--- config.mk ---
export PLATFORM = sky130hd
export DESIGN_NAME = spfp_pin_mux
export DESIGN_NICKNAME = d
export VERILOG_FILES = /design/src/design/spfp_sync3.v /design/src/design/spfp_pad_resolve.v /design/src/design/spfp_pin_mux.v
export VERILOG_INCLUDE_DIRS = /design/src /design/src/design
export SDC_FILE = /design/constraint.sdc
export NUM_CORES = 1
export LEC_CHECK = 0
export BUFFER_PORTS_ARGS = -buffer_cell sky130_fd_sc_hd__buf_4
export CORE_MARGIN = 2
export CORE_UTILIZATION = 44
export DETAILED_ROUTE_END_ITERATION = 7
export HOLD_SLACK_MARGIN = 0.03
export PLACE_DENSITY = 0.68
export SLEW_MARGIN = 15
export SYNTH_ARGS = -nofsm -noshare
export SYNTH_HDL_FRONTEND = slang
export SYNTH_SLANG_ARGS = --single-unit
export TNS_END_PERCENT = 100
--- constraint.sdc ---
create_clock -name sys_clk -period 6.3 [get_ports sys_clk]
set_input_delay 0.315 -clock sys_clk [delete_from_list [all_inputs] [get_ports sys_clk]]
set_output_delay 0.315 -clock sys_clk [all_outputs]
set_load 0.05 [all_outputs]
--- src/design/spfp_defs.vh ---
`ifndef SPFP_DEFS_VH
`define SPFP_DEFS_VH

// ==========================================================================
// register indices; byte address is four times the index
`define SPFP_IDX_PORTA_DATA 6'h00
`define SPFP_IDX_PORTB_DATA 6'h01
`define SPFP_IDX_DIRA 6'h04
`define SPFP_IDX_DIRB 6'h05
`define SPFP_IDX_PULLA 6'h0B
`define SPFP_IDX_PULLB 6'h0C
`define SPFP_IDX_MUXCTL 6'h10
`define SPFP_IDX_OWNSTAT 6'h11

// ==========================================================================
// register selects produced by the address decoder
`define SPFP_SEL_NONE 4'h0
`define SPFP_SEL_PORTA 4'h1
`define SPFP_SEL_PORTB 4'h2
`define SPFP_SEL_DIRA 4'h3
`define SPFP_SEL_DIRB 4'h4
`define SPFP_SEL_PULLA 4'h5
`define SPFP_SEL_PULLB 4'h6
`define SPFP_SEL_MUXCTL 4'h7
`define SPFP_SEL_OWNSTAT 4'h8

// ==========================================================================
// field layout and reset values
`define SPFP_ADDR_W 8
`define SPFP_PORTA_MASK 6'h3F
`define SPFP_DIRA_MASK 6'h3B
`define SPFP_OSC_OUT_EN_BIT 7
`define SPFP_MUX_EN_BIT 0
`define SPFP_DIR_RST 8'h00
`define SPFP_PULL_RST 8'h00
`define SPFP_DIRA_RST 6'h00
`define SPFP_PULLA_RST 6'h00
`define SPFP_MUXCTL_RST 1'h0
`define SPFP_RESP_OKAY 2'h0
`define SPFP_RESP_SLVERR 2'h2

// ==========================================================================
// pad owner codes, highest level wins
`define SPFP_OWN_PORT 2'h0
`define SPFP_OWN_LVL1 2'h1
`define SPFP_OWN_LVL2 2'h2
`define SPFP_OWN_LVL3 2'h3
`define SPFP_STRAP_WAIT 3'h5

`endif

--- src/design/spfp_sync3.v ---
`timescale 1ns/1ps

module spfp_sync3 #(
  parameter W = 15
) (
  input wire sys_clk,
  input wire arst_n,
  input wire [W-1:0] asyncIn,
  output reg [W-1:0] syncOut
);

  reg [W-1:0] stage1;
  reg [W-1:0] stage2;
  reg [W-1:0] stage3;

  // ========================================================================
  // three flops and an output flop; a bit changes only once stages two and three agree
  always @(posedge sys_clk or negedge arst_n)
  begin
    if (!arst_n)
    begin
      stage1 <= {W{1'b0}};
      stage2 <= {W{1'b0}};
      stage3 <= {W{1'b0}};
      syncOut <= {W{1'b0}};
    end
    else
    begin
      stage1 <= asyncIn;
      stage2 <= stage1;
      stage3 <= stage2;
      syncOut <= (stage2 & stage3) | (syncOut & (stage2 ^ stage3));
    end
  end

endmodule

--- src/design/spfp_pad_resolve.v ---
`timescale 1ns/1ps
`include "spfp_defs.vh"

module spfp_pad_resolve (
  input wire [3:0] claim,
  input wire [3:0] drvOe,
  input wire [3:0] drvOut,
  input wire [3:0] drvPull,
  output reg [1:0] owner,
  output reg padOe,
  output reg padOut,
  output reg padPull
);

  // ========================================================================
  // fixed priority: level 3 highest, level 0 is the port bit itself
  always @*
  begin
    if (claim[3])
      owner = `SPFP_OWN_LVL3;
    else if (claim[2])
      owner = `SPFP_OWN_LVL2;
    else if (claim[1])
      owner = `SPFP_OWN_LVL1;
    else
      owner = `SPFP_OWN_PORT;
    // only the owner steers driver and pull-up
    padOe = drvOe[owner];
    padOut = drvOut[owner];
    padPull = drvPull[owner];
  end

endmodule

--- src/design/spfp_pin_mux.v ---
// Overview of operation
// after reset every pad is a port input
// pad A0: analog0, timer0, keypad0, port
// pad A1: analog1, timer1, keypad1, port
// pad A2: interrupt, timer clock, keypad2, port
// pad A3: reset input, keypad3, port
// pad A4: oscillator out, analog2, keypad4, port
// pad A5: oscillator in, analog3, keypad5, port
// pad B0: analog4 when selected, else port
// pad B1: analog5 when selected, else port
// analog selection never overrides other functions
// software keeps analog pads input, others off
// port B pads absent on small package
// software terminates unbonded bits: output or pull-up
// oscillator out: crystal, or enable bit set
// owner alone drives pad and pull-up
//
// The register offsets and register access over AXI4-Lite were left to the implementer.
`timescale 1ns/1ps
`include "spfp_defs.vh"

module spfp_pin_mux (
  input wire sys_clk,
  input wire arst_n,
  input wire [`SPFP_ADDR_W-1:0] s_axi_awaddr,
  input wire s_axi_awvalid,
  output reg s_axi_awready,
  input wire [31:0] s_axi_wdata,
  input wire [3:0] s_axi_wstrb,
  input wire s_axi_wvalid,
  output reg s_axi_wready,
  output reg [1:0] s_axi_bresp,
  output reg s_axi_bvalid,
  input wire s_axi_bready,
  input wire [`SPFP_ADDR_W-1:0] s_axi_araddr,
  input wire s_axi_arvalid,
  output reg s_axi_arready,
  output reg [31:0] s_axi_rdata,
  output reg [1:0] s_axi_rresp,
  output reg s_axi_rvalid,
  input wire s_axi_rready,
  input wire pkgWide,
  input wire [5:0] analogChannelSel,
  input wire [1:0] timerChannelEn,
  input wire [1:0] timerChannelOe,
  input wire [1:0] timerChannelOut,
  input wire timerClockEn,
  input wire extIrqEn,
  input wire extIrqPullEn,
  input wire extResetEn,
  input wire [5:0] keypadEn,
  input wire oscXtalMode,
  input wire oscOutReq,
  input wire oscOutClk,
  input wire oscInEn,
  output reg [1:0] timerChannelIn,
  output reg timerClockIn,
  output reg extIrqIn_n,
  output reg extResetIn_n,
  output reg [5:0] keypadIn,
  output reg oscillatorIn,
  output reg [5:0] analogConnect,
  input wire [13:0] padIn,
  output reg [13:0] padOut,
  output reg [13:0] padOe,
  output reg [13:0] padPullup
);

  // ========================================================================
  // helpers
  function [3:0] regSel;
    input [`SPFP_ADDR_W-1:0] addr;
    begin
      regSel = `SPFP_SEL_NONE;
      if (addr[1:0] == 2'b00)
      begin
        case (addr[7:2])
          `SPFP_IDX_PORTA_DATA: regSel = `SPFP_SEL_PORTA;
          `SPFP_IDX_PORTB_DATA: regSel = `SPFP_SEL_PORTB;
          `SPFP_IDX_DIRA: regSel = `SPFP_SEL_DIRA;
          `SPFP_IDX_DIRB: regSel = `SPFP_SEL_DIRB;
          `SPFP_IDX_PULLA: regSel = `SPFP_SEL_PULLA;
          `SPFP_IDX_PULLB: regSel = `SPFP_SEL_PULLB;
          `SPFP_IDX_MUXCTL: regSel = `SPFP_SEL_MUXCTL;
          `SPFP_IDX_OWNSTAT: regSel = `SPFP_SEL_OWNSTAT;
          default: regSel = `SPFP_SEL_NONE;
        endcase
      end
    end
  endfunction

  // ========================================================================
  // state
  reg [5:0] portALatch;
  reg [7:0] portBLatch;
  reg [5:0] dirA;
  reg [7:0] dirB;
  reg [5:0] pullA;
  reg oscOutPadEnable;
  reg [7:0] pullB;
  reg muxEnable;
  reg pkgWideReg;
  reg [2:0] strapCnt;
  reg [15:0] ownerStat;
  reg awHeld;
  reg wHeld;
  reg [`SPFP_ADDR_W-1:0] awAddrHeld;
  reg [7:0] wDataHeld;
  reg wLane0Held;

  wire [14:0] syncIn;
  wire [13:0] padLvl;
  wire pkgLvl;
  wire [55:0] claim;
  wire [55:0] drvOe;
  wire [55:0] drvOut;
  wire [55:0] drvPull;
  wire [27:0] owner;
  wire [13:0] resOe;
  wire [13:0] resOut;
  wire [13:0] resPull;
  wire [13:0] portOe;
  wire [13:0] portPull;
  wire [13:0] portOutV;
  wire [3:0] claimMask;
  wire oscOutActive;
  wire doWrite;
  wire next_awHeld;
  wire next_wHeld;
  wire next_bvalid;
  wire next_rvalid;
  wire [3:0] wrSel;
  wire [7:0] portARead;
  wire [7:0] portBRead;
  reg [31:0] readData;

  // ========================================================================
  // pad input synchroniser, strap rides along
  spfp_sync3 #(
    .W(15)
  ) uSync (
    .sys_clk(sys_clk),
    .arst_n(arst_n),
    .asyncIn({pkgWide, padIn}),
    .syncOut(syncIn)
  );

  assign padLvl = syncIn[13:0];
  assign pkgLvl = syncIn[14];

  // ========================================================================
  // claims per pad, {level3, level2, level1, port}
  // peripheral claims stay masked until software arms the mux
  assign claimMask = {muxEnable, muxEnable, muxEnable, 1'b1};
  assign portOe = {dirB, dirA};
  assign portOutV = {portBLatch, portALatch};
  assign portPull = {pullB, pullA} & ~portOe;
  assign oscOutActive = oscXtalMode | (oscOutReq & oscOutPadEnable);

  // analog selection takes no level; digital owners keep the pad
  assign claim[3:0] = {1'b0, timerChannelEn[0], keypadEn[0], 1'b1} & claimMask;
  assign drvOe[3:0] = {1'b0, timerChannelOe[0], 1'b0, portOe[0]};
  assign drvOut[3:0] = {1'b0, timerChannelOut[0], 1'b0, portOutV[0]};
  assign drvPull[3:0] = {1'b0, pullA[0] & ~timerChannelOe[0], pullA[0], portPull[0]};

  assign claim[7:4] = {1'b0, timerChannelEn[1], keypadEn[1], 1'b1} & claimMask;
  assign drvOe[7:4] = {1'b0, timerChannelOe[1], 1'b0, portOe[1]};
  assign drvOut[7:4] = {1'b0, timerChannelOut[1], 1'b0, portOutV[1]};
  assign drvPull[7:4] = {1'b0, pullA[1] & ~timerChannelOe[1], pullA[1], portPull[1]};

  // input-only pad: direction bit is not writable
  assign claim[11:8] = {extIrqEn, timerClockEn, keypadEn[2], 1'b1} & claimMask;
  assign drvOe[11:8] = 4'h0;
  assign drvOut[11:8] = 4'h0;
  assign drvPull[11:8] = {extIrqPullEn, pullA[2], pullA[2], pullA[2]};

  // reset input carries a fixed internal pull-up
  assign claim[15:12] = {extResetEn, 1'b0, keypadEn[3], 1'b1} & claimMask;
  assign drvOe[15:12] = {3'h0, portOe[3]};
  assign drvOut[15:12] = {3'h0, portOutV[3]};
  assign drvPull[15:12] = {1'b1, 1'b0, pullA[3], portPull[3]};

  assign claim[19:16] = {oscOutActive, 1'b0, keypadEn[4], 1'b1} & claimMask;
  assign drvOe[19:16] = {1'b1, 2'h0, portOe[4]};
  assign drvOut[19:16] = {oscOutClk, 2'h0, portOutV[4]};
  assign drvPull[19:16] = {2'h0, pullA[4], portPull[4]};

  assign claim[23:20] = {oscInEn, 1'b0, keypadEn[5], 1'b1} & claimMask;
  assign drvOe[23:20] = {3'h0, portOe[5]};
  assign drvOut[23:20] = {3'h0, portOutV[5]};
  assign drvPull[23:20] = {2'h0, pullA[5], portPull[5]};

  genvar gi;
  generate
    // port B pads: only the port bit competes for the digital driver
    for (gi = 6; gi < 14; gi = gi + 1)
    begin : gPortB
      assign claim[4*gi+3:4*gi] = 4'h1;
      assign drvOe[4*gi+3:4*gi] = {3'h0, portOe[gi]};
      assign drvOut[4*gi+3:4*gi] = {3'h0, portOutV[gi]};
      assign drvPull[4*gi+3:4*gi] = {3'h0, portPull[gi]};
    end
    for (gi = 0; gi < 14; gi = gi + 1)
    begin : gResolve
      spfp_pad_resolve uRes (
        .claim(claim[4*gi+3:4*gi]),
        .drvOe(drvOe[4*gi+3:4*gi]),
        .drvOut(drvOut[4*gi+3:4*gi]),
        .drvPull(drvPull[4*gi+3:4*gi]),
        .owner(owner[2*gi+1:2*gi]),
        .padOe(resOe[gi]),
        .padOut(resOut[gi]),
        .padPull(resPull[gi])
      );
    end
  endgenerate

  // ========================================================================
  // pad drivers and peripheral inputs, all registered
  always @(posedge sys_clk or negedge arst_n)
  begin
    if (!arst_n)
    begin
      padOe <= 14'h0000;
      padOut <= 14'h0000;
      padPullup <= 14'h0000;
      ownerStat <= 16'h0000;
      timerChannelIn <= 2'h0;
      timerClockIn <= 1'b0;
      extIrqIn_n <= 1'b1;
      extResetIn_n <= 1'b1;
      keypadIn <= 6'h00;
      oscillatorIn <= 1'b0;
      analogConnect <= 6'h00;
    end
    else
    begin
      padOe[5:0] <= resOe[5:0];
      padOut[5:0] <= resOut[5:0];
      padPullup[5:0] <= resPull[5:0];
      // no bond wire on the small package: never drive or pull
      padOe[13:6] <= pkgWideReg ? resOe[13:6] : 8'h00;
      padOut[13:6] <= pkgWideReg ? resOut[13:6] : 8'h00;
      padPullup[13:6] <= pkgWideReg ? resPull[13:6] : 8'h00;
      ownerStat <= owner[15:0];
      // switch closes on selection, for analog4 and analog5 only on the wide package; ignoring other users is up to software
      analogConnect <= analogChannelSel & {pkgWideReg, pkgWideReg, 4'hF};
      timerChannelIn[0] <= (owner[1:0] == `SPFP_OWN_LVL2) & padLvl[0];
      timerChannelIn[1] <= (owner[3:2] == `SPFP_OWN_LVL2) & padLvl[1];
      extIrqIn_n <= (owner[5:4] == `SPFP_OWN_LVL3) ? padLvl[2] : 1'b1;
      timerClockIn <= (owner[5:4] == `SPFP_OWN_LVL2) & padLvl[2];
      extResetIn_n <= (owner[7:6] == `SPFP_OWN_LVL3) ? padLvl[3] : 1'b1;
      oscillatorIn <= (owner[11:10] == `SPFP_OWN_LVL3) & padLvl[5];
      keypadIn[0] <= (owner[1:0] == `SPFP_OWN_LVL1) & padLvl[0];
      keypadIn[1] <= (owner[3:2] == `SPFP_OWN_LVL1) & padLvl[1];
      keypadIn[2] <= (owner[5:4] == `SPFP_OWN_LVL1) & padLvl[2];
      keypadIn[3] <= (owner[7:6] == `SPFP_OWN_LVL1) & padLvl[3];
      keypadIn[4] <= (owner[9:8] == `SPFP_OWN_LVL1) & padLvl[4];
      keypadIn[5] <= (owner[11:10] == `SPFP_OWN_LVL1) & padLvl[5];
    end
  end

  // ========================================================================
  // package strap, caught once the synchroniser has settled
  // the synchronised strap is first valid at the fourth edge, so wait for the fifth
  always @(posedge sys_clk or negedge arst_n)
  begin
    if (!arst_n)
    begin
      strapCnt <= 3'h0;
      pkgWideReg <= 1'b0;
    end
    else if (strapCnt != `SPFP_STRAP_WAIT)
    begin
      strapCnt <= strapCnt + 3'h1;
      if (strapCnt == `SPFP_STRAP_WAIT - 3'h1)
        pkgWideReg <= pkgLvl;
    end
  end

  // ========================================================================
  // bus write path: address and data taken in either order
  assign doWrite = awHeld & wHeld & ~s_axi_bvalid;
  assign next_awHeld = awHeld ? ~doWrite : (s_axi_awvalid & s_axi_awready);
  assign next_wHeld = wHeld ? ~doWrite : (s_axi_wvalid & s_axi_wready);
  assign next_bvalid = doWrite | (s_axi_bvalid & ~s_axi_bready);
  assign wrSel = regSel(awAddrHeld);

  always @(posedge sys_clk or negedge arst_n)
  begin
    if (!arst_n)
    begin
      awHeld <= 1'b0;
      wHeld <= 1'b0;
      awAddrHeld <= {`SPFP_ADDR_W{1'b0}};
      wDataHeld <= 8'h00;
      wLane0Held <= 1'b0;
      s_axi_awready <= 1'b0;
      s_axi_wready <= 1'b0;
      s_axi_bvalid <= 1'b0;
      s_axi_bresp <= `SPFP_RESP_OKAY;
      portALatch <= 6'h00;
      portBLatch <= 8'h00;
      dirA <= `SPFP_DIRA_RST;
      dirB <= `SPFP_DIR_RST;
      pullA <= `SPFP_PULLA_RST;
      oscOutPadEnable <= 1'b0;
      pullB <= `SPFP_PULL_RST;
      muxEnable <= `SPFP_MUXCTL_RST;
    end
    else
    begin
      awHeld <= next_awHeld;
      wHeld <= next_wHeld;
      s_axi_bvalid <= next_bvalid;
      s_axi_awready <= ~next_awHeld & ~next_bvalid;
      s_axi_wready <= ~next_wHeld & ~next_bvalid;
      if (s_axi_awvalid & s_axi_awready)
        awAddrHeld <= s_axi_awaddr;
      if (s_axi_wvalid & s_axi_wready)
      begin
        wDataHeld <= s_axi_wdata[7:0];
        wLane0Held <= s_axi_wstrb[0];
      end
      if (doWrite)
      begin
        s_axi_bresp <= (wrSel == `SPFP_SEL_NONE) ? `SPFP_RESP_SLVERR : `SPFP_RESP_OKAY;
        if (wLane0Held)
        begin
          case (wrSel)
            `SPFP_SEL_PORTA: portALatch <= wDataHeld[5:0] & `SPFP_PORTA_MASK;
            `SPFP_SEL_PORTB: portBLatch <= wDataHeld;
            `SPFP_SEL_DIRA: dirA <= wDataHeld[5:0] & `SPFP_DIRA_MASK;
            `SPFP_SEL_DIRB: dirB <= wDataHeld;
            `SPFP_SEL_PULLA:
            begin
              pullA <= wDataHeld[5:0];
              oscOutPadEnable <= wDataHeld[`SPFP_OSC_OUT_EN_BIT];
            end
            `SPFP_SEL_PULLB: pullB <= wDataHeld;
            `SPFP_SEL_MUXCTL: muxEnable <= wDataHeld[`SPFP_MUX_EN_BIT];
            default: muxEnable <= muxEnable;
          endcase
        end
      end
    end
  end

  // ========================================================================
  // bus read path
  // inputs read the synchronised pad, outputs read back the latch
  assign portARead = {2'h0, (dirA & portALatch) | (~dirA & padLvl[5:0])};
  // unbonded input bits read 1 under pull-up, 0 otherwise, as a terminated pin would
  assign portBRead = (dirB & portBLatch) |
                     (~dirB & (pkgWideReg ? padLvl[13:6] : pullB));

  always @*
  begin
    readData = 32'h00000000;
    case (regSel(s_axi_araddr))
      `SPFP_SEL_PORTA: readData[7:0] = portARead;
      `SPFP_SEL_PORTB: readData[7:0] = portBRead;
      `SPFP_SEL_DIRA: readData[5:0] = dirA;
      `SPFP_SEL_DIRB: readData[7:0] = dirB;
      `SPFP_SEL_PULLA: readData[7:0] = {oscOutPadEnable, 1'b0, pullA};
      `SPFP_SEL_PULLB: readData[7:0] = pullB;
      `SPFP_SEL_MUXCTL: readData[`SPFP_MUX_EN_BIT] = muxEnable;
      `SPFP_SEL_OWNSTAT: readData[15:0] = ownerStat;
      default: readData = 32'h00000000;
    endcase
  end

  assign next_rvalid = (s_axi_arvalid & s_axi_arready) | (s_axi_rvalid & ~s_axi_rready);

  always @(posedge sys_clk or negedge arst_n)
  begin
    if (!arst_n)
    begin
      s_axi_arready <= 1'b0;
      s_axi_rvalid <= 1'b0;
      s_axi_rdata <= 32'h00000000;
      s_axi_rresp <= `SPFP_RESP_OKAY;
    end
    else
    begin
      s_axi_rvalid <= next_rvalid;
      s_axi_arready <= ~next_rvalid;
      if (s_axi_arvalid & s_axi_arready)
      begin
        s_axi_rdata <= readData;
        s_axi_rresp <= (regSel(s_axi_araddr) == `SPFP_SEL_NONE) ?
                       `SPFP_RESP_SLVERR : `SPFP_RESP_OKAY;
      end
    end
  end

endmodule

==> results of run 1 <==
==> power by group <==
group | switching, mW | internal, mW
Clock | 0.518 | 0.859
Combinational | 0.347 | 0.244
Sequential | 0.166 | 1.53
Total | 1.03 | 2.64
==> logic make-up after synthesis <==
| group | synth area share |
|---|---|
| DFF | 0.6432 |
| xor gates and xnor gates | 0.002103 |
| other | 0.0004502 |
| and+or+nand+nor | 0.1085 |
| muxes | 0.1006 |
| AOI/OAI and AO/OA | 0.08262 |
| buffers and inverters | 0.03545 |
| adders and majority gates | 0.02704 |
==> worst max-delay path, cell delays in order, from the launching register on <==
cell and delay (ps):
dfrtp_1 370, or3_1 360, or3_1 510, nor2_1 200
and3_1 440, mux2_2 390
==> flip-flops by register name, summed over array words and instances (netlist names), 3 cells and up <==
signal	count
padOut	13
portALatch	5
ownerStat	12
padOe	13
awAddrHeld	8
dirB	8
pullA	6
s_axi_rdata	12
keypadIn	6
strapCnt	3
portBLatch	8
uSync.syncOut	15
dirA	5
analogConnect	6
uSync.stage3	15
padPullup	14
pullB	8
wDataHeld	8
uSync.stage2	15
uSync.stage1	15
==> final cells by class <==
class	instances	area (um2)	area share
clock inverters	9	122.6	0.01148
inverters	11	41.29	0.003866
repair buffers	179	1439	0.1347
well taps	234	292.8	0.02741
multi-input cells	379	2763	0.2586
flip-flops and latches	214	5358	0.5016
clock buffers	31	665.6	0.06232
==> layer usage <==
layer  up-vias  share of wire
met5         -              0
met4         0          0.015
met3        23          0.067
met2       149           0.50
met1      2696           0.41
li1       2512              -
==> path summary, 6_finish.rpt <==
check | startpoint | endpoint | slack (ps) | cells past startpoint
hold reg to reg | uSync.stage1[0]$_DFF_PN0_ | uSync.stage2[0]$_DFF_PN0_ | 350 | 0
max in group asynchronous | arst_n | s_axi_rdata[8]$_DFFE_PN0P_ | 4310 | 4
setup / recovery | awAddrHeld[7]$_DFFE_PN0P_ | pullA[3]$_DFFE_PN0P_ | 3920 | 5
hold / removal | timerClockEn | ownerStat[5]$_DFF_PN0_ | 50 | 2
min in group asynchronous | arst_n | uSync.stage3[7]$_DFF_PN0_ | 340 | 2
setup reg to reg | awAddrHeld[7]$_DFFE_PN0P_ | pullA[3]$_DFFE_PN0P_ | 3920 | 5
==> per-stage QoR <==
step | hold slack, ps | std cells | cell area [um2] | total power [mW]
6_report | 53.32 | 1057 | 10680 | 3.668
5_1_grt | 37.17 | 1057 | 10680 | 3.835
4_1_cts | 30.45 | 1056 | 10650 | 3.714
3_5_place_dp | 335.5 | 989 | 9595 | 2.307
3_3_place_gp | 332.8 | 989 | 9595 | 2.278
2_1_floorplan | 19.41 | 644 | 8416 | 2.083
==> cell usage in the layout, fill, tap and decap left out, types with 17 or more instances in the layout <==
cell type | netlist | routed
dfrtp_1 | 212 | 212
buf_4 | 25 | 150
mux2_2 | 62 | 62
nand2_1 | 42 | 42
nor2_1 | 36 | 36
and2_1 | 28 | 28
dlygate4sd3_1 | 0 | 27
conb_1 | 1 | 24
clkbuf_16 | 0 | 23
ha_1 | 18 | 18
a21o_1 | 17 | 17
==> what timing repair did <==
action / 4_1_cts / 5_1_grt
hold buffers: 27 / 0
gates resized for setup: 0 / 0
hold endpoints to repair: 97 / 0
==> out/metrics.yaml, run 1 <==
final_util: 0.5730
initial_core_util: 0.4468
antenna_found_initial: 0
use_met1: 0.2440
dieWidth_um: 141.6
antenna_left: 0
die-area_um2: 20050
final.period_utilization: 0.3784
synthTopCellsByArea: "dfrtp_1 (64%), mux2_2 (8.4%), ha_1 (2.7%)"
grt.overflow.total: 0
clkTransAtPathRegs_ps: 60
area_growth_syn_to_layout_pct: 28.24
synth-seq-cells: 214
power.leakage_nw: 5.344
grt_use_met2: 0.3332
grt.busiest_layer: "met2"
fin_crit_ps: 2384
seq_area_frac_synth: 0.6432
fin_ws_ps: 3916
ys_async_sr_fraction: 1.000
ys_warn_count: 0
grt_pass1_wl_um: 30060
fp.dieH_um: 141.6
cts.sinks: 214
status: "completed"
irDropWorstVdd_mv: 0.3112
rsz0062_at_grt: "false"
num-nets-final: 926
critical_path_required_ps: 6680
num_rows: 50
grt_max_degree: 146
synthCells: 621
fmax_mhz: 419.5
synth_top_area_frac: 0.6369
vias: 5380
worstSetupPathType: "reg -> reg"
core_um2: 18640
hpwl_um: 13310
worst_pin_slew_ps: 965.4
synth_area_um2: 8329
maxSlewViolCount: 0
synth_cell_types: 58
via_per_inst: 5.090
cts_made_buffers: 23
clk_latency_ps: 490
routabilityCongestion: 0.8114
fill_cells: 1562
relSlewSlack: 0.3505
setup_tns_ps: 0
wl_per_cell_um: 17.82
io_buffers: 149
grt_usage: 0.1909
cp_max_fo: 7
cts_root_buf: "clkbuf_16"
first_pass_iters: 4
syn_avg_cell_area_um2: 13.41
num_antenna_cells: 0
hold_viol_final: 0
synthTopCellsByCount: "dfrtp_1 (212), mux2_2 (62), nand2_1 (42), nor2_1 (36), and2_1 (28)"
routed_wl_um: 18840
drtIter0Drc: 247
power_density_nw_per_um2: 343.4
first_global_vias: 5794
synth-edff-count: 0
setup_violations: 0
yosysMostFrequentCell: "dfrtp_1"
maxCapViolations: 0
drc: 0
arrival_ps: 2760
yosysTopAreaCell: "dfrtp_1"
cts_tree: "done"
clock_skew_ps: 6.901
cts_setup_buffers: 0
cp-end-kind: "flip-flop"
synth-main-ff-cell: "dfrtp_1"
grt_use_met3: 0.04556
crit_path_start_kind: "flip-flop"
hp-class: "in -> reg"
post-place-ws_ps: 3884
ios: 201
cts.htree.levels: 1
drive_gt1_frac: 0.3244
cts_max_path_buffers: 3
No activity file was read; power rests on OpenSTA's default activity.
==> run 2, diff against run 1 <==
--- a/config.mk
+++ b/config.mk
@@ -11,7 +11,7 @@
 export CORE_UTILIZATION = 44
 export DETAILED_ROUTE_END_ITERATION = 7
 export HOLD_SLACK_MARGIN = 0.03
-export PLACE_DENSITY = 0.68
+export PLACE_DENSITY = 0.7
 export SLEW_MARGIN = 15
 export SYNTH_ARGS = -nofsm -noshare
 export SYNTH_HDL_FRONTEND = slang
==> constraint.sdc (replaced) <==
create_clock -name sys_clk -period 2.18 [get_ports sys_clk]
set_input_delay 0.109 -clock sys_clk [delete_from_list [all_inputs] [get_ports sys_clk]]
set_output_delay 0.109 -clock sys_clk [all_outputs]
set_load 0.05 [all_outputs]
==> run 2 against run 1 <==
  * Utilization is 3.0 points higher
  * Cell area is 5.3% higher
  * Critical endpoint is now dirB[6]$_DFFE_PN0P_
  * Routed wire length up 4.0%
  * Final cell count grew 5.3%
  * First-iteration DRC count shrank 2.8%
  * Maximum frequency up 14%
  * Worst hold slack lost 8.8 ps
  * Total power increased to 2.9 times the previous value
  * Count of clock-buffer cells in the layout rose by 2
  * Non-clock buffer count grew 58
==> out/metrics.yaml, run 2 (synthesized netlist as in run 1, its figures left out) <==
grt_pass1_wl_um: 30860  # was 30,060 um
wl_per_cell_um: 17.61  # was 17.82 um
die-area_um2: 20050  # unchanged
drtIter0Drc: 240  # was 247
setup_violations: 0  # unchanged
cts.htree.levels: 1  # unchanged
clkTransAtPathRegs_ps: 60  # about the same
sequentialPowerShare: 0.460  # was 0.463
rrSetupSlack_ps: 100  # was 3920 ps
final_util: 0.6034  # was 0.5730
grt.overflow.total: 0  # unchanged
cp_max_fo: 8  # was 7
layout_common_cells: "dfrtp_1 (211), buf_4 (159), dlygate4sd3_1 (72), mux2_2 (62), nand2_1 (42)"  # was dfrtp_1 (212), buf_4 (150), mux2_2 (62), nand2_1 (42), nor2_1 (36)
combPwrFrac: 0.175  # was 0.161
hold_slack_ps: 44.52  # was 53.32 ps
intPower_mw: 7.681  # was 2.637 mW
worst_pin_slew_ps: 546.6  # was 965.4 ps
num_antenna_cells: 0  # unchanged
fp.dieH_um: 141.6  # unchanged
crit_path_start_kind: "flip-flop"  # unchanged
routed_wl_um: 19600  # was 18,840 um
r2r-end: "dirB[6]$_DFFE_PN0P_"  # was pullA[3]$_DFFE_PN0P_
clock_skew_ps: 7.330  # was 6.901 ps
num-nets-final: 983  # was 926
dieWidth_um: 141.6  # unchanged
first_global_vias: 5980  # was 5,794
clk_latency_ps: 500  # was 490 ps
fill_cells: 1462  # was 1,562
critical_path_required_ps: 2560  # was 6680 ps
irDropWorstVdd_mv: 1.056  # was 0.3112 mV
post-place-ws_ps: 94.90  # was 3884 ps
power.leakage_nw: 5.617  # was 5.344 nW
hpwl_um: 13750  # was 13,310 um
clockPowerShare: 0.365  # was 0.375
drc: 0  # unchanged
total_power_mw: 10.68  # was 3.668 mW
status: "completed"  # unchanged
whs_endpoint: "s_axi_rresp[1]$_DFFE_PN0P_"  # was ownerStat[5]$_DFF_PN0_
cp-end-kind: "flip-flop"  # unchanged
ios: 201  # unchanged
num_rows: 50  # unchanged
hold_viol_final: 0  # unchanged
maxCapViolations: 0  # unchanged
fin_crit_ps: 2084  # was 2384 ps
initial_core_util: 0.4468  # unchanged
cts_made_buffers: 22  # was 23
setup_tns_ps: 0  # unchanged
final.period_utilization: 0.9559  # was 0.3784
via_per_inst: 5.093  # was 5.090
cts_tree: "done"  # unchanged
cts_root_buf: "clkbuf_16"  # unchanged
power.switching_mw: 2.999  # was 1.032 mW
hp-start: "s_axi_arvalid"  # was timerClockEn
cts_max_path_buffers: 3  # unchanged
routabilityCongestion: 0.8335  # was 0.8114
core_um2: 18640  # unchanged
fmax_mhz: 479.9  # was 419.5 MHz
antenna_left: 0  # unchanged
arrival_ps: 2460  # was 2760 ps
min_path_cells: 4  # was 2
final_common_cell: "dfrtp_1"  # unchanged
antenna_found_initial: 0  # unchanged
worst_r2r_path_depth: 6  # was 5
worstSetupPathType: "reg -> reg"  # unchanged
grt_max_degree: 62  # was 146
hp-class: "in -> reg"  # unchanged
vias: 5668  # was 5,380
cts.sinks: 214  # unchanged
rsz0062_at_grt: "false"  # unchanged
power_density_nw_per_um2: 949.4  # was 343.4 nW/um2
fin_ws_ps: 96.07  # was 3916 ps
switching_share: 0.2808  # was 0.2812
first_pass_iters: 5  # was 4
relSlewSlack: 0.6316  # was 0.3505
io_buffers: 149  # unchanged
area_growth_syn_to_layout_pct: 35.05  # was 28.24%
reg2reg_from: "awAddrHeld[7]$_DFFE_PN0P_"  # unchanged
maxSlewViolCount: 0  # unchanged
grt_usage: 0.1963  # was 0.1909
drive_gt1_frac: 0.3140  # was 0.3244
[run 2: cell types whose count changed in the layout (fill, tap and decap cells not counted), moves of 3 or more]
| cell | change |
|---|---|
| buf_12 | +5 |
| buf_4 | +9 |
| clkbuf_1 | +3 |
| clkinv_2 | -3 |
| dlygate4sd3_1 | +45 |
[run 2: cell type report]
| type | instances | area (um2) | area share |
|---|---|---|---|
| multi-input cells | 379 | 2763 | 0.2456 |
| clock buffers | 33 | 663.1 | 0.05895 |
| inverters | 11 | 41.29 | 0.003671 |
| repair buffers | 237 | 2029 | 0.1804 |
| well taps | 234 | 292.8 | 0.02603 |
| flip-flops and latches | 214 | 5359 | 0.4764 |
| clock inverters | 5 | 100.1 | 0.008899 |
[run 2: how the worst max path moves through the flow]
stage | start | to | depth (start not counted)
detailed placement | awAddrHeld[7]$_DFFE_PN0P_ | dirA[3]$_DFFE_PN0P_ | 5
global route | awAddrHeld[1]$_DFFE_PN0P_ | dirB[6]$_DFFE_PN0P_ | 6
finish | awAddrHeld[7]$_DFFE_PN0P_ | dirB[6]$_DFFE_PN0P_ | 6
global placement | awAddrHeld[7]$_DFFE_PN0P_ | dirA[4]$_DFFE_PN0P_ | 5
floorplan | awAddrHeld[7]$_DFFE_PN0P_ | oscOutPadEnable$_DFFE_PN0P_ | 7
CTS | awAddrHeld[7]$_DFFE_PN0P_ | dirA[3]$_DFFE_PN0P_ | 5
[run 2: layer usage]
layer / vias to the layer above / wire [um] / global-route usage
met2: 181 / 9775 / 0.3416
li1: 2620 / - / -
met3: 35 / 1180 / 0.03982
met5: - / 0 / 0
met4: 0 / 456 / 0.05684
met1: 2832 / 8182 / 0.2503
[run 2: through the flow]
stage	area, um2	cells
3_5_place_dp	9763	1003
2_1_floorplan	8416	644
4_1_cts	11250	1113
5_1_grt	11250	1113
6_report	11250	1113
3_3_place_gp	9763	1003
[run 2: power groups by stage]
stage | logic (mW) | clock network, mW | registers (mW)
3_3_place_gp | 1.69 | 0 | 4.95
3_5_place_dp | 1.75 | 0 | 4.98
2_1_floorplan | 0.874 | 0 | 5.15
5_1_grt | 2.01 | 4.16 | 4.98
6_report | 1.87 | 3.90 | 4.92
4_1_cts | 1.88 | 3.97 | 4.91
[run 2: timing repair]
action	4_1_cts	5_1_grt
resized for setup	0	1
setup buffers	0	0
hold endpoints to repair	291	0
setup endpoints to repair	0	2
hold buffers	72	0
[run 2: critical path, cell delays in order (launching register included)]
cell	delay, ps
dfrtp_1	370
or3_1	360
or3_1	350
buf_4	190
nor3_4	210
buf_12	150
mux2_2	330
==> run 3, diff against run 2 <==
--- a/config.mk
+++ b/config.mk
@@ -12,6 +12,7 @@
 export DETAILED_ROUTE_END_ITERATION = 7
 export HOLD_SLACK_MARGIN = 0.03
 export PLACE_DENSITY = 0.7
+export REMOVE_ABC_BUFFERS = 1
 export SLEW_MARGIN = 15
 export SYNTH_ARGS = -nofsm -noshare
 export SYNTH_HDL_FRONTEND = slang
==> constraint.sdc (replaced) <==
create_clock -name sys_clk -period 2.18 [get_ports sys_clk]
set_input_delay 0.218 -clock sys_clk [delete_from_list [all_inputs] [get_ports sys_clk]]
set_output_delay 0.218 -clock sys_clk [all_outputs]
set_load 0.05 [all_outputs]
==> run 3 against run 2 <==
  * Via count decreased by 0.56%
  * Sequential share of layout area about the same
  * Cell area hardly changed
  * Critical path depth did not move
  * Sequential power is essentially flat
  * Die area unchanged
  * Final cell count unchanged
  * Non-clock buffer count is 3 lower
  * Flip-flop and latch count did not move
  * Count of clock-buffer cells in the layout down 1
  * Worst hold slack improved by 24 ps
==> out/metrics.yaml, run 3 (synthesized netlist as in run 1, its figures left out) <==
dieWidth_um: 141.6  # unchanged
drive_gt1_frac: 0.3276  # was 0.3140
reg2reg_from: "awAddrHeld[7]$_DFFE_PN0P_"  # unchanged
die-area_um2: 20050  # unchanged
hpwl_um: 13900  # was 13,750 um
maxCapViolations: 0  # unchanged
fin_crit_ps: 2127  # was 2084 ps
slowest_stage: "dfrtp_1"  # unchanged
fp.dieH_um: 141.6  # unchanged
final_cells: 1113  # unchanged
power.leakage_nw: 5.622  # was 5.617 nW
initial_core_util: 0.4468  # unchanged
fmax_mhz: 470.2  # was 479.9 MHz
grt.overflow.total: 0  # unchanged
grt_max_degree: 71  # was 62
cts_tree: "done"  # unchanged
rrSetupSlack_ps: 50  # was 100 ps
post-place-ws_ps: 33.40  # was 94.90 ps
wl_per_cell_um: 17.86  # was 17.61 um
setup_tns_ps: 0  # unchanged
seq_area_um2: 5358  # was 5359 um2
drc: 0  # unchanged
multi_input_area_um2: 2768  # was 2763 um2
status: "completed"  # unchanged
irDropWorstVdd_mv: 1.006  # was 1.056 mV
io_buffers: 149  # unchanged
fin_ws_ps: 53.21  # was 96.07 ps
antenna_left: 0  # unchanged
via_per_inst: 5.064  # was 5.093
maxSlewViolCount: 0  # unchanged
worstSetupPathType: "reg -> reg"  # unchanged
grt_pass1_wl_um: 31480  # was 30,860 um
arrival_ps: 2510  # was 2460 ps
relSlewSlack: 0.5727  # was 0.6316
final_common_cell: "dfrtp_1"  # unchanged
final_util: 0.6028  # was 0.6034
fill_cells: 1453  # was 1,462
area_growth_syn_to_layout_pct: 34.93  # was 35.05%
first_pass_iters: 4  # was 5
num_antenna_cells: 0  # unchanged
cts.sinks: 214  # unchanged
critical_path_required_ps: 2560  # about the same
drtIter0Drc: 271  # was 240
worst_pin_slew_ps: 641.0  # was 546.6 ps
power_density_nw_per_um2: 951.9  # was 949.4 nW/um2
ios: 201  # unchanged
first_global_vias: 6006  # was 5,980
cts_root_buf: "clkbuf_16"  # unchanged
cts.htree.levels: 1  # unchanged
final.period_utilization: 0.9756  # was 0.9559
core_um2: 18640  # unchanged
cp_max_fo: 5  # was 8
clock_skew_ps: 15.57  # was 7.330 ps
layout_common_cells: "dfrtp_1 (212), buf_4 (164), mux2_2 (62), dlygate4sd3_1 (62), nand2_1 (42)"  # was dfrtp_1 (211), buf_4 (159), dlygate4sd3_1 (72), mux2_2 (62), nand2_1 (42)
routed_wl_um: 19880  # was 19,600 um
clkTransAtPathRegs_ps: 60  # about the same
setup_violations: 0  # unchanged
vias: 5636  # was 5,668
cp-end-kind: "flip-flop"  # unchanged
endpoint: "portALatch[1]$_DFFE_PN0P_"  # was dirB[6]$_DFFE_PN0P_
routabilityCongestion: 0.8903  # was 0.8335
num_rows: 50  # unchanged
antenna_found_initial: 0  # unchanged
clk_latency_ps: 510  # was 500 ps
max_stage_delay_ps: 370  # about the same
worstSetupStartpoint: "awAddrHeld[7]$_DFFE_PN0P_"  # unchanged
r2r-end: "portALatch[1]$_DFFE_PN0P_"  # was dirB[6]$_DFFE_PN0P_
cts_max_path_buffers: 3  # unchanged
crit_path_start_kind: "flip-flop"  # unchanged
hp-class: "in -> reg"  # unchanged
path_cells: "or3_1 -> or3_4 -> buf_12 -> nor4_4 -> buf_4 -> mux2_2"  # was or3_1 -> or3_1 -> buf_4 -> nor3_4 -> buf_12 -> mux2_2
worst_r2r_path_depth: 6  # unchanged
grt_usage: 0.1988  # was 0.1963
hold_viol_final: 0  # unchanged
num-nets-final: 981  # was 983
cts_made_buffers: 23  # was 22
placed_cells: 1009  # was 1,003
-- run 3: per-layer routing --
layer / vias up / global-route usage / part of all wire
li1: 2626 / - / -
met2: 180 / 0.3467 / 0.50
met3: 39 / 0.03510 / 0.055
met4: 0 / 0.05684 / 0.022
met1: 2791 / 0.2565 / 0.42
met5: - / 0 / 0
-- run 3: worst min-delay path by stage --
stage	from	endpoint	slack, ps	depth (start not counted)
2_1_floorplan	arst_n	analogConnect[0]$_DFF_PN0_	-80	0
3_3_place_gp	arst_n	analogConnect[4]$_DFF_PN0_	210	1
3_5_place_dp	arst_n	analogConnect[5]$_DFF_PN0_	220	1
4_1_cts	oscXtalMode	keypadIn[4]$_DFF_PN0_	50	3
5_1_grt	oscXtalMode	keypadIn[4]$_DFF_PN0_	70	3
6_report	oscXtalMode	keypadIn[4]$_DFF_PN0_	70	3
-- run 3: critical path: cells and delay by family (launching register included) --
family,cells,cell delay [ps]
flip-flops,1,370
AND/OR/NAND/NOR,3,960
buffers and inverters,2,340
multiplexers,1,340
-- run 3: area by class of cell --
type / instances / share of cell area
inverter: 11 / 0.003674
clock inverter: 9 / 0.009129
clock buffer: 32 / 0.05956
timing repair buffer: 234 / 0.1786
multi-input combinational: 379 / 0.2463
tap: 234 / 0.02605
sequential: 214 / 0.4767
-- run 3: timing repair --
item,CTS,global route
hold buffers,62,0
setup buffers,0,1
hold endpoints to repair,136,0
resized for setup,0,1
setup endpoints to repair,0,5
-- run 3: through the flow --
stage          hold WS (ps)  total power, mW  cell area, um2
6_report              68.02            10.70           11240
2_1_floorplan        -77.59            5.958            8162
3_3_place_gp          207.8            6.682            9833
3_5_place_dp          219.6            6.758            9833
5_1_grt               65.53            11.16           11240
4_1_cts               46.89            10.78           11230
-- run 3: report_power, final --
group	internal (mW)	leakage [nW]	total [mW]	switching, mW
clock network	2.38	0.387	3.91	1.53
registers	4.43	2.77	4.91	0.477
logic	0.803	2.47	1.88	1.08
total	7.61	5.62	10.7	3.08
